File: config.mk
export PLATFORM = sky130hd
export DESIGN_NAME = ccsr_top
export DESIGN_NICKNAME = d
export VERILOG_FILES = /design/src/inc/ccsr_pkg.sv /design/src/hw/ccsr_arith.sv /design/src/hw/ccsr_ptr.sv /design/src/hw/ccsr_top.sv
export VERILOG_INCLUDE_DIRS = /design/src /design/src/inc
export SDC_FILE = /design/constraint.sdc
export NUM_CORES = 1
export LEC_CHECK = 0
export BUFFER_PORTS_ARGS = -buffer_cell sky130_fd_sc_hd__buf_4
export CAP_MARGIN = 20
export CELL_PAD_IN_SITES_DETAIL_PLACEMENT = 0
export CELL_PAD_IN_SITES_GLOBAL_PLACEMENT = 1
export CORE_ASPECT_RATIO = 1.1
export CORE_MARGIN = 4
export CORE_UTILIZATION = 51
export CTS_BUF_LIST = sky130_fd_sc_hd__clkbuf_8
export DETAILED_ROUTE_END_ITERATION = 7
export HOLD_SLACK_MARGIN = 0.12
export PLACE_DENSITY_LB_ADDON = 0.1
export SETUP_SLACK_MARGIN = 0.02
export SYNTH_ARGS = -nofsm -noshare
export SYNTH_HDL_FRONTEND = slang
export SYNTH_SLANG_ARGS = --single-unit
File: constraint.sdc
create_clock -name REF_CLK -period 20.4 [get_ports REF_CLK]
set_input_delay 1.02 -clock REF_CLK [delete_from_list [all_inputs] [get_ports REF_CLK]]
set_output_delay 1.02 -clock REF_CLK [all_outputs]
set_load 0.02 [all_outputs]
File: src/inc/ccsr_regs.svh
`ifndef CCSR_REGS_SVH
`define CCSR_REGS_SVH

// =====================================================================
// Special-register addresses.
`define CCSR_ADDR_P0_LOW    8'h82
`define CCSR_ADDR_P0_HIGH   8'h83
`define CCSR_ADDR_P1_LOW    8'h84
`define CCSR_ADDR_P1_HIGH   8'h85
`define CCSR_ADDR_PWR       8'h87
`define CCSR_ADDR_PSW_MAIN  8'hD0
`define CCSR_ADDR_PSW_HOLD  8'hD8
`define CCSR_ADDR_ACC       8'hE0
`define CCSR_ADDR_MULDIV    8'hF0

// =====================================================================
// Reset value shared by every register.
`define CCSR_RESET_BYTE     8'h00

// =====================================================================
// Power control field positions.
`define CCSR_PWR_DOUBLE     7
`define CCSR_PWR_UART_EN    6
`define CCSR_PWR_SEL        3
`define CCSR_PWR_DOWN       1
`define CCSR_PWR_SLEEP      0

// =====================================================================
// Status word field positions.
`define CCSR_PSW_CARRY      7
`define CCSR_PSW_AUX        6
`define CCSR_PSW_USER0      5
`define CCSR_PSW_BANK_HI    4
`define CCSR_PSW_BANK_LO    3
`define CCSR_PSW_RANGE      2
`define CCSR_PSW_USER1      1
`define CCSR_PSW_PARITY     0
`define CCSR_HOLD_FLAG      0

// =====================================================================
// Arithmetic limits.
`define CCSR_BYTE_MAX       16'h00FF
`define CCSR_NIBBLE_BIT     4

`endif

File: src/inc/ccsr_pkg.sv
package ccsr_pkg;

  // ===================================================================
  // Arithmetic operation reported by the execution unit.
  typedef enum logic [2:0] {
    CCSR_OP_NONE = 3'b000,
    CCSR_OP_ADD  = 3'b001,
    CCSR_OP_ADDC = 3'b010,
    CCSR_OP_SUBB = 3'b011,
    CCSR_OP_MUL  = 3'b100,
    CCSR_OP_DIV  = 3'b101
  } ccsr_op_e;

  // Special-register access from the execution unit.
  typedef struct packed {
    logic       wr;
    logic [7:0] addr;
    logic [7:0] wdata;
  } ccsr_sfr_s;

  // Arithmetic request: operation, operands and carry in.
  typedef struct packed {
    ccsr_op_e   op;
    logic [7:0] a;
    logic [7:0] b;
    logic       cin;
  } ccsr_alu_s;

  // Arithmetic result: main byte, second byte and flags.
  typedef struct packed {
    logic [7:0] res;
    logic [7:0] res_b;
    logic       carry;
    logic       aux;
    logic       range;
  } ccsr_flags_s;

endpackage : ccsr_pkg

File: src/hw/ccsr_arith.sv
`timescale 1ns/10ps
`include "ccsr_regs.svh"

// Combinational arithmetic unit that computes results and flags.
module ccsr_arith
  import ccsr_pkg::*;
(
  // Request.
  input  ccsr_alu_s   req,
  // Result.
  output ccsr_flags_s rsp
);

  logic [8:0]  sum9;
  logic [4:0]  nib5;
  logic [15:0] prod;

  // =====================================================================
  // Flag computation for add, subtract, multiply and divide.
  always_comb begin
    sum9 = 9'h000;
    nib5 = 5'h00;
    prod = 16'h0000;
    rsp  = '0;
    unique case (req.op)
      CCSR_OP_ADD, CCSR_OP_ADDC: begin
        sum9 = {1'b0, req.a} + {1'b0, req.b} + {8'h00, req.op == CCSR_OP_ADDC && req.cin};
        nib5 = {1'b0, req.a[3:0]} + {1'b0, req.b[3:0]} + {4'h0, req.op == CCSR_OP_ADDC && req.cin};
        rsp.res   = sum9[7:0];
        rsp.carry = sum9[8];
        rsp.aux   = nib5[`CCSR_NIBBLE_BIT];
        rsp.range = (req.a[7] == req.b[7]) && (sum9[7] != req.a[7]);
      end
      CCSR_OP_SUBB: begin
        sum9 = {1'b0, req.a} - {1'b0, req.b} - {8'h00, req.cin};
        nib5 = {1'b0, req.a[3:0]} - {1'b0, req.b[3:0]} - {4'h0, req.cin};
        rsp.res   = sum9[7:0];
        rsp.carry = sum9[8];
        rsp.aux   = nib5[`CCSR_NIBBLE_BIT];
        rsp.range = (req.a[7] != req.b[7]) && (sum9[7] != req.a[7]);
      end
      CCSR_OP_MUL: begin
        prod = req.a * req.b;
        rsp.res   = prod[7:0];
        rsp.res_b = prod[15:8];
        rsp.range = prod > `CCSR_BYTE_MAX;
      end
      CCSR_OP_DIV: begin
        if (req.b == 8'h00) begin
          rsp.range = 1'b1;
        end else begin
          rsp.res   = req.a / req.b;
          rsp.res_b = req.a % req.b;
        end
      end
      default: begin
        rsp = '0;
      end
    endcase
  end

endmodule : ccsr_arith

File: src/hw/ccsr_ptr.sv
`timescale 1ns/10ps
`include "ccsr_regs.svh"

// One 16-bit data pointer, written byte by byte.
module ccsr_ptr
  import ccsr_pkg::*;
#(
  parameter logic [7:0] LOW_ADDR  = `CCSR_ADDR_P0_LOW,
  parameter logic [7:0] HIGH_ADDR = `CCSR_ADDR_P0_HIGH
) (
  // Clock and reset.
  input  wire logic  clk,
  input  wire logic  rst,
  // Register access.
  input  ccsr_sfr_s  special_register_space,
  // Pointer value.
  output logic [15:0] ptr_q
);

  // =====================================================================
  // Each byte takes its own address; page selection plays no part.
  always_ff @(posedge clk) begin
    if (rst) begin
      ptr_q <= {`CCSR_RESET_BYTE, `CCSR_RESET_BYTE};
    end else if (special_register_space.wr && special_register_space.addr == LOW_ADDR) begin
      ptr_q[7:0] <= special_register_space.wdata;
    end else if (special_register_space.wr && special_register_space.addr == HIGH_ADDR) begin
      ptr_q[15:8] <= special_register_space.wdata;
    end
  end

endmodule : ccsr_ptr

File: src/hw/ccsr_top.sv
`timescale 1ns/10ps
`include "ccsr_regs.svh"

// Core register set: accumulator, operand register, pointers and status.
module ccsr_top
  import ccsr_pkg::*;
(
  // Clock and reset.
  input  wire logic        REF_CLK,
  input  wire logic        SRST,
  // Special-register access from the execution unit.
  input  wire logic        SFR_WR,
  input  wire logic [7:0]  SFR_ADDR,
  input  wire logic [7:0]  SFR_WDATA,
  output logic      [7:0]  SFR_RDATA,
  output logic             SFR_HIT,
  // Arithmetic execution.
  input  wire logic [2:0]  ALU_OP,
  input  wire logic [7:0]  ALU_OPERAND,
  // Pointer increment and system events.
  input  wire logic        PTR_INC,
  input  wire logic        WAKE_EVENT,
  input  wire logic        HOLD_EVENT,
  // Outputs towards the core.
  output logic      [15:0] EXT_ADDR,
  output logic      [4:0]  BANK_BASE,
  output logic             IDLE_MODE,
  output logic             POWER_DOWN_MODE,
  output logic             UART_DOUBLE_RATE,
  output logic             UART_ENABLE_OUT,
  output logic      [7:0]  ACC_OUT,
  output logic      [7:0]  PSW_OUT
);

  ccsr_sfr_s   special_register_space;
  ccsr_alu_s   alu_req;
  ccsr_flags_s alu_rsp;
  ccsr_op_e    op;
  logic [7:0]  acc_q;
  logic [7:0]  muldiv_q;
  logic [7:0]  pwr_q;
  logic [7:0]  psw_q;
  logic        hold_q;
  logic        parity;
  logic        arith;
  logic        muldiv_op;
  logic [15:0] ptr0_q;
  logic [15:0] ptr1_q;
  logic        ptr_sel;

  // =====================================================================
  // Bundling of inputs into the package carriers.
  assign special_register_space     = '{wr: SFR_WR, addr: SFR_ADDR, wdata: SFR_WDATA};
  assign op      = ccsr_op_e'(ALU_OP);
  assign arith   = op != CCSR_OP_NONE;
  assign muldiv_op = (op == CCSR_OP_MUL) || (op == CCSR_OP_DIV);
  // Multiply and divide take their second operand from the operand register.
  assign alu_req = '{op: op, a: acc_q, b: muldiv_op ? muldiv_q : ALU_OPERAND,
                     cin: psw_q[`CCSR_PSW_CARRY]};

  ccsr_arith u_arith (
    .req (alu_req),
    .rsp (alu_rsp)
  );

  // Pointer increment is held in a shadow register; the byte-wise modules see only register writes.
  logic [15:0] ptr_next;
  ccsr_sfr_s   sfr0;
  ccsr_sfr_s   sfr1;
  // The live selected value is used, not the registered address, so that
  // two increments in a row do not reuse a stale pointer.
  assign ptr_next = (ptr_sel ? ptr1_eff : ptr0_eff) + 16'h0001;

  ccsr_ptr #(.LOW_ADDR(`CCSR_ADDR_P0_LOW), .HIGH_ADDR(`CCSR_ADDR_P0_HIGH)) u_ptr0 (
    .clk   (REF_CLK),
    .rst   (SRST),
    .special_register_space   (sfr0),
    .ptr_q (ptr0_q)
  );

  ccsr_ptr #(.LOW_ADDR(`CCSR_ADDR_P1_LOW), .HIGH_ADDR(`CCSR_ADDR_P1_HIGH)) u_ptr1 (
    .clk   (REF_CLK),
    .rst   (SRST),
    .special_register_space   (sfr1),
    .ptr_q (ptr1_q)
  );

  // =====================================================================
  // Pointer increment needs both bytes at once, so it is kept outside
  // the byte-wise pointer module through a shadow register.
  logic [15:0] inc0_q;
  logic [15:0] inc1_q;
  logic        inc0_v_q;
  logic        inc1_v_q;
  assign sfr0 = special_register_space;
  assign sfr1 = special_register_space;

  always_ff @(posedge REF_CLK) begin
    if (SRST) begin
      inc0_v_q <= 1'b0;
      inc1_v_q <= 1'b0;
      inc0_q   <= 16'h0000;
      inc1_q   <= 16'h0000;
    end else begin
      if (special_register_space.wr && (special_register_space.addr == `CCSR_ADDR_P0_LOW || special_register_space.addr == `CCSR_ADDR_P0_HIGH)) begin
        inc0_v_q <= 1'b0;
      end else if (PTR_INC && !ptr_sel) begin
        inc0_v_q <= 1'b1;
        inc0_q   <= ptr_next;
      end
      if (special_register_space.wr && (special_register_space.addr == `CCSR_ADDR_P1_LOW || special_register_space.addr == `CCSR_ADDR_P1_HIGH)) begin
        inc1_v_q <= 1'b0;
      end else if (PTR_INC && ptr_sel) begin
        inc1_v_q <= 1'b1;
        inc1_q   <= ptr_next;
      end
    end
  end

  // Effective pointer values; a byte write after an increment keeps the
  // other byte from the incremented value.
  logic [15:0] ptr0_eff;
  logic [15:0] ptr1_eff;
  logic [15:0] base0_q;
  logic [15:0] base1_q;
  assign ptr0_eff = inc0_v_q ? inc0_q : base0_q;
  assign ptr1_eff = inc1_v_q ? inc1_q : base1_q;

  // Byte writes merge into the effective value so an earlier increment is not lost; an increment in the write's own cycle is dropped.
  always_ff @(posedge REF_CLK) begin
    if (SRST) begin
      base0_q <= 16'h0000;
      base1_q <= 16'h0000;
    end else begin
      if (special_register_space.wr && special_register_space.addr == `CCSR_ADDR_P0_LOW) begin
        base0_q <= {ptr0_eff[15:8], special_register_space.wdata};
      end else if (special_register_space.wr && special_register_space.addr == `CCSR_ADDR_P0_HIGH) begin
        base0_q <= {special_register_space.wdata, ptr0_eff[7:0]};
      end
      if (special_register_space.wr && special_register_space.addr == `CCSR_ADDR_P1_LOW) begin
        base1_q <= {ptr1_eff[15:8], special_register_space.wdata};
      end else if (special_register_space.wr && special_register_space.addr == `CCSR_ADDR_P1_HIGH) begin
        base1_q <= {special_register_space.wdata, ptr1_eff[7:0]};
      end
    end
  end

  // =====================================================================
  // Pointer selection drives the external data address.
  assign ptr_sel = pwr_q[`CCSR_PWR_SEL];
  always_ff @(posedge REF_CLK) begin
    if (SRST) begin
      EXT_ADDR <= 16'h0000;
    end else begin
      EXT_ADDR <= ptr_sel ? ptr1_eff : ptr0_eff;
    end
  end

  // =====================================================================
  // Accumulator: arithmetic results take priority over register writes.
  always_ff @(posedge REF_CLK) begin
    if (SRST) begin
      acc_q <= `CCSR_RESET_BYTE;
    end else if (arith && !(op == CCSR_OP_DIV && alu_rsp.range)) begin
      acc_q <= alu_rsp.res;
    end else if (special_register_space.wr && special_register_space.addr == `CCSR_ADDR_ACC) begin
      acc_q <= special_register_space.wdata;
    end
  end

  // Operand register receives the high product or remainder.
  always_ff @(posedge REF_CLK) begin
    if (SRST) begin
      muldiv_q <= `CCSR_RESET_BYTE;
    end else if (muldiv_op && !alu_rsp.range) begin
      muldiv_q <= alu_rsp.res_b;
    end else if (op == CCSR_OP_MUL) begin
      muldiv_q <= alu_rsp.res_b;
    end else if (special_register_space.wr && special_register_space.addr == `CCSR_ADDR_MULDIV) begin
      muldiv_q <= special_register_space.wdata;
    end
  end

  // =====================================================================
  // Power control; the sleep bit clears itself on wake.
  always_ff @(posedge REF_CLK) begin
    if (SRST) begin
      pwr_q <= `CCSR_RESET_BYTE;
    end else begin
      if (special_register_space.wr && special_register_space.addr == `CCSR_ADDR_PWR) begin
        pwr_q <= special_register_space.wdata;
      end
      if (WAKE_EVENT && pwr_q[`CCSR_PWR_SLEEP]) begin
        pwr_q[`CCSR_PWR_SLEEP] <= 1'b0;
      end
    end
  end

  assign IDLE_MODE        = pwr_q[`CCSR_PWR_SLEEP] && !pwr_q[`CCSR_PWR_DOWN];
  assign POWER_DOWN_MODE  = pwr_q[`CCSR_PWR_SLEEP] && pwr_q[`CCSR_PWR_DOWN];
  assign UART_DOUBLE_RATE = pwr_q[`CCSR_PWR_DOUBLE];
  assign UART_ENABLE_OUT  = pwr_q[`CCSR_PWR_UART_EN];

  // =====================================================================
  // Status word: write first, then arithmetic flags override it.
  always_ff @(posedge REF_CLK) begin
    if (SRST) begin
      psw_q <= `CCSR_RESET_BYTE;
    end else begin
      if (special_register_space.wr && special_register_space.addr == `CCSR_ADDR_PSW_MAIN) begin
        psw_q <= special_register_space.wdata;
      end
      if (op == CCSR_OP_ADD || op == CCSR_OP_ADDC || op == CCSR_OP_SUBB) begin
        psw_q[`CCSR_PSW_CARRY] <= alu_rsp.carry;
        psw_q[`CCSR_PSW_AUX]   <= alu_rsp.aux;
      end
      if (op == CCSR_OP_MUL || op == CCSR_OP_DIV) begin
        psw_q[`CCSR_PSW_CARRY] <= 1'b0;
      end
      if (arith) begin
        psw_q[`CCSR_PSW_RANGE] <= alu_rsp.range;
      end
    end
  end

  // Parity follows the accumulator continuously and is never stored.
  assign parity  = ^acc_q;
  assign PSW_OUT = {psw_q[7:1], parity};
  assign ACC_OUT = acc_q;
  assign BANK_BASE = {psw_q[`CCSR_PSW_BANK_HI], psw_q[`CCSR_PSW_BANK_LO], 3'b000};

  // =====================================================================
  // Hold flag: a hardware set wins over a software clear.
  always_ff @(posedge REF_CLK) begin
    if (SRST) begin
      hold_q <= 1'b0;
    end else if (HOLD_EVENT) begin
      hold_q <= 1'b1;
    end else if (special_register_space.wr && special_register_space.addr == `CCSR_ADDR_PSW_HOLD) begin
      hold_q <= special_register_space.wdata[`CCSR_HOLD_FLAG];
    end
  end

  // =====================================================================
  // Read decode ignores any page selection.
  always_comb begin
    SFR_HIT   = 1'b1;
    unique case (SFR_ADDR)
      `CCSR_ADDR_P0_LOW:   SFR_RDATA = ptr0_eff[7:0];
      `CCSR_ADDR_P0_HIGH:  SFR_RDATA = ptr0_eff[15:8];
      `CCSR_ADDR_P1_LOW:   SFR_RDATA = ptr1_eff[7:0];
      `CCSR_ADDR_P1_HIGH:  SFR_RDATA = ptr1_eff[15:8];
      `CCSR_ADDR_PWR:      SFR_RDATA = pwr_q;
      `CCSR_ADDR_PSW_MAIN: SFR_RDATA = PSW_OUT;
      `CCSR_ADDR_PSW_HOLD: SFR_RDATA = {7'h00, hold_q};
      `CCSR_ADDR_ACC:      SFR_RDATA = acc_q;
      `CCSR_ADDR_MULDIV:   SFR_RDATA = muldiv_q;
      default: begin
        SFR_RDATA = 8'h00;
        SFR_HIT   = 1'b0;
      end
    endcase
  end

  // =====================================================================
  // Checks.
  a_parity_tracks: assert property (@(posedge REF_CLK) disable iff (SRST)
    PSW_OUT[0] == ^ACC_OUT) else $error("parity mismatch");
  a_range_divzero: assert property (@(posedge REF_CLK) disable iff (SRST)
    (op == CCSR_OP_DIV && muldiv_q == 8'h00) |=> psw_q[`CCSR_PSW_RANGE]) else $error("div zero not flagged");
  a_range_mul: assert property (@(posedge REF_CLK) disable iff (SRST)
    (op == CCSR_OP_MUL) |=> psw_q[`CCSR_PSW_RANGE] == ($past(acc_q) * $past(muldiv_q) > `CCSR_BYTE_MAX))
    else $error("mul range");
  a_user_flags: assert property (@(posedge REF_CLK) disable iff (SRST)
    !(special_register_space.wr && special_register_space.addr == `CCSR_ADDR_PSW_MAIN) |=> $stable({psw_q[5], psw_q[1]})) else $error("user flag moved");
  a_hold_sticky: assert property (@(posedge REF_CLK) disable iff (SRST)
    HOLD_EVENT |=> hold_q) else $error("hold lost");
  a_sleep_wake: assert property (@(posedge REF_CLK) disable iff (SRST)
    (WAKE_EVENT && pwr_q[`CCSR_PWR_SLEEP] && !special_register_space.wr) |=> !pwr_q[`CCSR_PWR_SLEEP]) else $error("sleep not cleared");
  a_ptr_select: assert property (@(posedge REF_CLK) disable iff (SRST)
    EXT_ADDR == ($past(ptr_sel) ? $past(ptr1_eff) : $past(ptr0_eff))) else $error("pointer select");
  a_flag_priority: assert property (@(posedge REF_CLK) disable iff (SRST)
    (op == CCSR_OP_ADD && special_register_space.wr && special_register_space.addr == `CCSR_ADDR_PSW_MAIN) |=> psw_q[7] == $past(alu_rsp.carry))
    else $error("flag priority");

endmodule : ccsr_top

* Word-level counts from Yosys, hierarchy flattened
Index checks and enable logic that the tools add are counted.
Cells by class: add/sub/neg operators 9, multipliers 1, div/mod/pow operators 2, $lt $le $gt $ge 1, equality and inequality tests 18, mux-type cells 26, bitwise operators 2, reduce and logical (&&, ||, !) cells 49
Operator list (number):
- 2-to-1 mux 16 bit | 8
- == test 8 bit, second input constant | 9
- case mux 8 bit (9 select lines) | 1
- 2-to-1 mux 8 bit | 7
- case mux 8 bit (4 select lines) | 1
- logical AND 1 bit | 22
- adder 16 x 1 -> 16 bit, second input constant | 1
- > comparator 16 x 8 -> 1 bit, second input constant | 1
- multiplier 8 x 8 -> 16 bit | 1
- case mux 8 bit (2 select lines) | 1
- nonzero test 2 bit | 6
- OR reduction 2 bit | 5
- adder 8 x 8 -> 9 bit | 1
- adder 9 x 1 -> 9 bit | 1
- OR reduction 9 bit | 1
- subtractor 8 x 8 -> 9 bit | 1
- subtractor 9 x 1 -> 9 bit | 1
- divider 8 x 8 -> 8 bit | 1
- zero test 8 bit | 1
- modulo 8 x 8 -> 8 bit | 1
- parity 8 bit | 1
- == test 3 x 2 -> 1 bit, second input constant | 2
- == test 3 bit, second input constant | 2
- nonzero test 3 bit | 2
- 15 further kinds | 30
Word-level totals: register bits after elaboration 115, bits of input ports 33, output and inout bits 50, word-level logic and storage cells 124

* Logic depth before layout (Yosys ltp)
depth in word-level cells 12, depth in mapped cells 58, gate-level depth less buffers 54

* Cells and area by module
From an unflattened synthesis, not the netlist that was laid out.
Second synthesis, totals: cells, all modules 1396, area total of the unflattened synthesis 11124.4 um^2
Modules (own cells, without submodules):
- ccsr_top | times used 1, cells each 772, area an instance 6269.8 um^2, sequential area each 2282.2 um^2
- ccsr_arith | times used 1, cells each 624, area an instance 4854.7 um^2, sequential area each 0.0 um^2

* Worst setup path after synthesis
OpenSTA, ideal clock, no wires.
path type in2reg, from in ALU_OP[1], to reg muldiv_q[0], setup time 0.128 ns, data arrival time 11.376 ns, required time 20.272 ns, setup slack 8.896 ns, stages 55, path buffers 6, cells stage by stage nand2b_1 > buf_6 > buf_8 > mux2_2 > inv_1 > ha_1 > a31o_2 > o21a_1 > ha_1 > o21ai_0 > nand2b_1 > and2_1 > nand3_1 > nand2_1 > ha_1 > o211ai_1 > nand2_1 > and3_1 > (+19 left out) > buf_4 > mux2_2 > ha_1 > or3_1 > o211ai_1 > a21oi_2 > buf_4 > a21oi_1 > inv_1 > fa_1 > nand2b_1 > a21oi_1 > o21ai_0 > a31oi_1 > clkbuf_1 > a21oi_1 > a221oi_1 > nor2_1
Between the ends: word-level cells in the longest chain between the ends 11, elaborated cells on any way between the ends 32, those cells by class add/sub (4); mul (1); div (1); order compare (1); eq/ne (9); mux (7); reduce/logical (9)
Ends and longest elaborated chain:
- start: declaration | line ccsr_top.sv:18 | input wire logic [2:0] ALU_OP,
- branches (longest 11 deep; another with modulo 8 x 8 -> 8 bit)
- end signal: assignment | line ccsr_top.sv:174 | muldiv_q <= `CCSR_RESET_BYTE;
- end signal: assignment | line ccsr_top.sv:176 | muldiv_q <= alu_rsp.res_b;
- end signal: assignment | line ccsr_top.sv:178 | muldiv_q <= alu_rsp.res_b;
- end: declaration | line ccsr_top.sv:40 | logic [7:0] muldiv_q;
Several ways; the timed one is not identified. A chain may end at the register's enable or synchronous reset.

* Final worst setup path
Same ends and word-level chain as after synthesis.

==> out/qor.yml <==
avgSynthCellArea_sq_um: 8.04
arrival_ps: 13450
syn_area_sq_um: 11000
antenna_found_initial: 0
synthArstFlopShare: 0
pin_count: 83
vias: 10074
path_class: "input pin to register"
clk_pin_slew_ps: 70
yosysSeqAreaShare: 0.208
min_period_over_period: 0.645
cts-resized-gates: 0
fmax_mhz: 75.9
portBuffers: 79
tightest_slew_ps: 1100
cts_tree: "yes"
vias_per_cell: 5.89
setup_viol: 0
cp_slowest_cell: "nand2b_1"
wl_um: 34900
cp-start-kind: "input pin"
crit_required_ps: 20680
start_util: 0.517
place_congestion: 0.949
netlist_instances: 1367
status: "completed"
grtUsageTotal: 0.289
drt_iter0_markers: 883
slowest_delay_ps: 690
instances_no_fill: 1709
numPlacedInstances: 1676
ys_types: 86
power_density_nw_per_um2: 124
synth-edff-count: 0
max_cap_viol_count: 0
clock_path_buffers: 2
grt_remaining_overflow: 0
drcViolationCount: 0
rr_worst_depth: 51
numCtsBuffers: 17
chipHeight_um: 162
hold_buffers: 0
h-tree-depth: 4
cts_root_buf: "clkbuf_8"
final.min_clock_period_ps: 13170
grt_pass1_wl_um: 54300
clock_skew_ps: 14.0
cellLeakagePower_uw: 0.00520
grt_pass1_vias: 9956
slew_headroom: 0.270
path_common_cell: "ha_1"
die_area_sq_um: 24000
ys_ff_latch: 114
clock_sinks: 114
ant_nets: 0
yosys_warnings: 0
firstDrtPassIters: 5
ys.flop_type: "dfxtp_1"
wl_per_cell_um: 20.4
fin_hold_ws_ps: 453
holdPathStages: 2
nets: 1582
hold_class: "register to register"
grt_max_degree: 100
clock_latency_ps: 440
slew_violations: 0
antenna_cells: 0
fin_tns_setup_ps: 0
hpwl_um: 26700
core_area_sq_um: 21200
final_common_cell: "nor2_1"
drive_gt1_frac: 0.130
syn_to_final_growth_pct: 9.78
ir_drop_v: 0.0000908
die_w_um: 148
mostFrequentLayoutCells: "nor2_1, dfxtp_1, nand2_1, ha_1, inv_1"
hold_viol: 0
endpoint_kind: "register"
postCtsSetupBuffers: 0
rsz0062_at_grt: "false"
std_cell_rows: 56
cp_max_fo: 16
==> power by group <==
| part | total, uW | switching, uW | internal, uW |
|---|---|---|---|
| clock network | 209 | 104 | 105 |
| logic | 1030 | 604 | 428 |
| registers | 259 | 25.5 | 234 |
==> cells in the mapped netlist, types with 10 or more instances <==
library cell  count  area, sq um
nor2_1          191          717
dfxtp_1         114         2280
nand2_1         112          420
ha_1            102         1280
inv_1            98          368
a21oi_1          97          485
mux2i_1          65          651
o21ai_0          64          320
a211oi_1         54          405
clkbuf_1         45          169
xnor2_1          43          377
fa_1             41          821
nor3_1           28          140
mux2_2           25          282
nand2b_1         22          138
nor2b_1          19          119
xor2_1           19          166
nand3_1          13         65.1
o211ai_1         13         97.6
buf_2            11         55.1
a31oi_1          10         62.6
==> sequential cells by signal (all words and copies together) (netlist names) <==
register	cells
EXT_ADDR	16
base0_q	16
base1_q	16
inc0_q	16
inc1_q	16
ACC_OUT	8
muldiv_q	8
pwr_q	8
psw_q	7
hold_q	1
inc0_v_q	1
inc1_v_q	1
==> final timing paths <==
check,startpoint,endpoint,slack [ps]
min,base0_q[10]$_SDFFE_PP0P_,base0_q[10]$_SDFFE_PP0P_,450
min reg2reg,base0_q[10]$_SDFFE_PP0P_,base0_q[10]$_SDFFE_PP0P_,450
max reg2reg,muldiv_q[0]$_SDFFE_PP0P_,muldiv_q[0]$_SDFFE_PP0P_,8220
max,ALU_OP[1],muldiv_q[0]$_SDFFE_PP0P_,7230
==> cell type report <==
| class | instances | area [sq um] |
|---|---|---|
| Fill cell | 2077 | 9170 |
| Multi-Input combinational cell | 1081 | 7950 |
| Sequential cell | 114 | 2280 |
| Timing Repair Buffer | 94 | 706 |
| Inverter | 98 | 368 |
| Tap cell | 290 | 363 |
| Clock buffer | 19 | 262 |
| Clock inverter | 13 | 126 |
==> per-stage QoR <==
stage / util / area (sq um) / setup slack [ps] / power (uW)
after floorplan: - / 11000 / 8900 / 1040
after global placement: 0.549 / 11700 / 6970 / 1270
after detailed placement: 0.549 / 11700 / 6560 / 1270
after CTS: 0.568 / 12100 / 7010 / 1480
after global routing: 0.568 / 12100 / 6320 / 1630
final: 0.568 / 12100 / 7230 / 1500
==> layer usage <==
layer,share of wire,GRT usage,vias to the layer above
li1,-,-,4858
met1,0.41,0.349,4806
met2,0.49,0.506,320
met3,0.049,0.0388,90
met4,0.049,0.143,0
met5,0,0,-
==> kinds of logic after synthesis <==
kind of cell,Yosys count,synth area share
AO/OA/AOI/OAI,328,0.195
XOR/XNOR,62,0.0494
adder cells (fa/ha/maj),143,0.191
buffers and inverters,174,0.0689
flip-flops,114,0.208
multiplexers,96,0.0948
other,1,0.000341
AND/OR/NAND/NOR,449,0.192
==> critical path, delay by kind of cell <==
kind                     cells  cell delay [ps]
AND/OR/NAND/NOR             16             3160
adder cells (fa/ha/maj)      8             2350
buffers and inverters        5              910
multiplexers                 3             1320
AO/OA/AOI/OAI               21             4680
No activity file was read; power rests on OpenSTA's default activity.
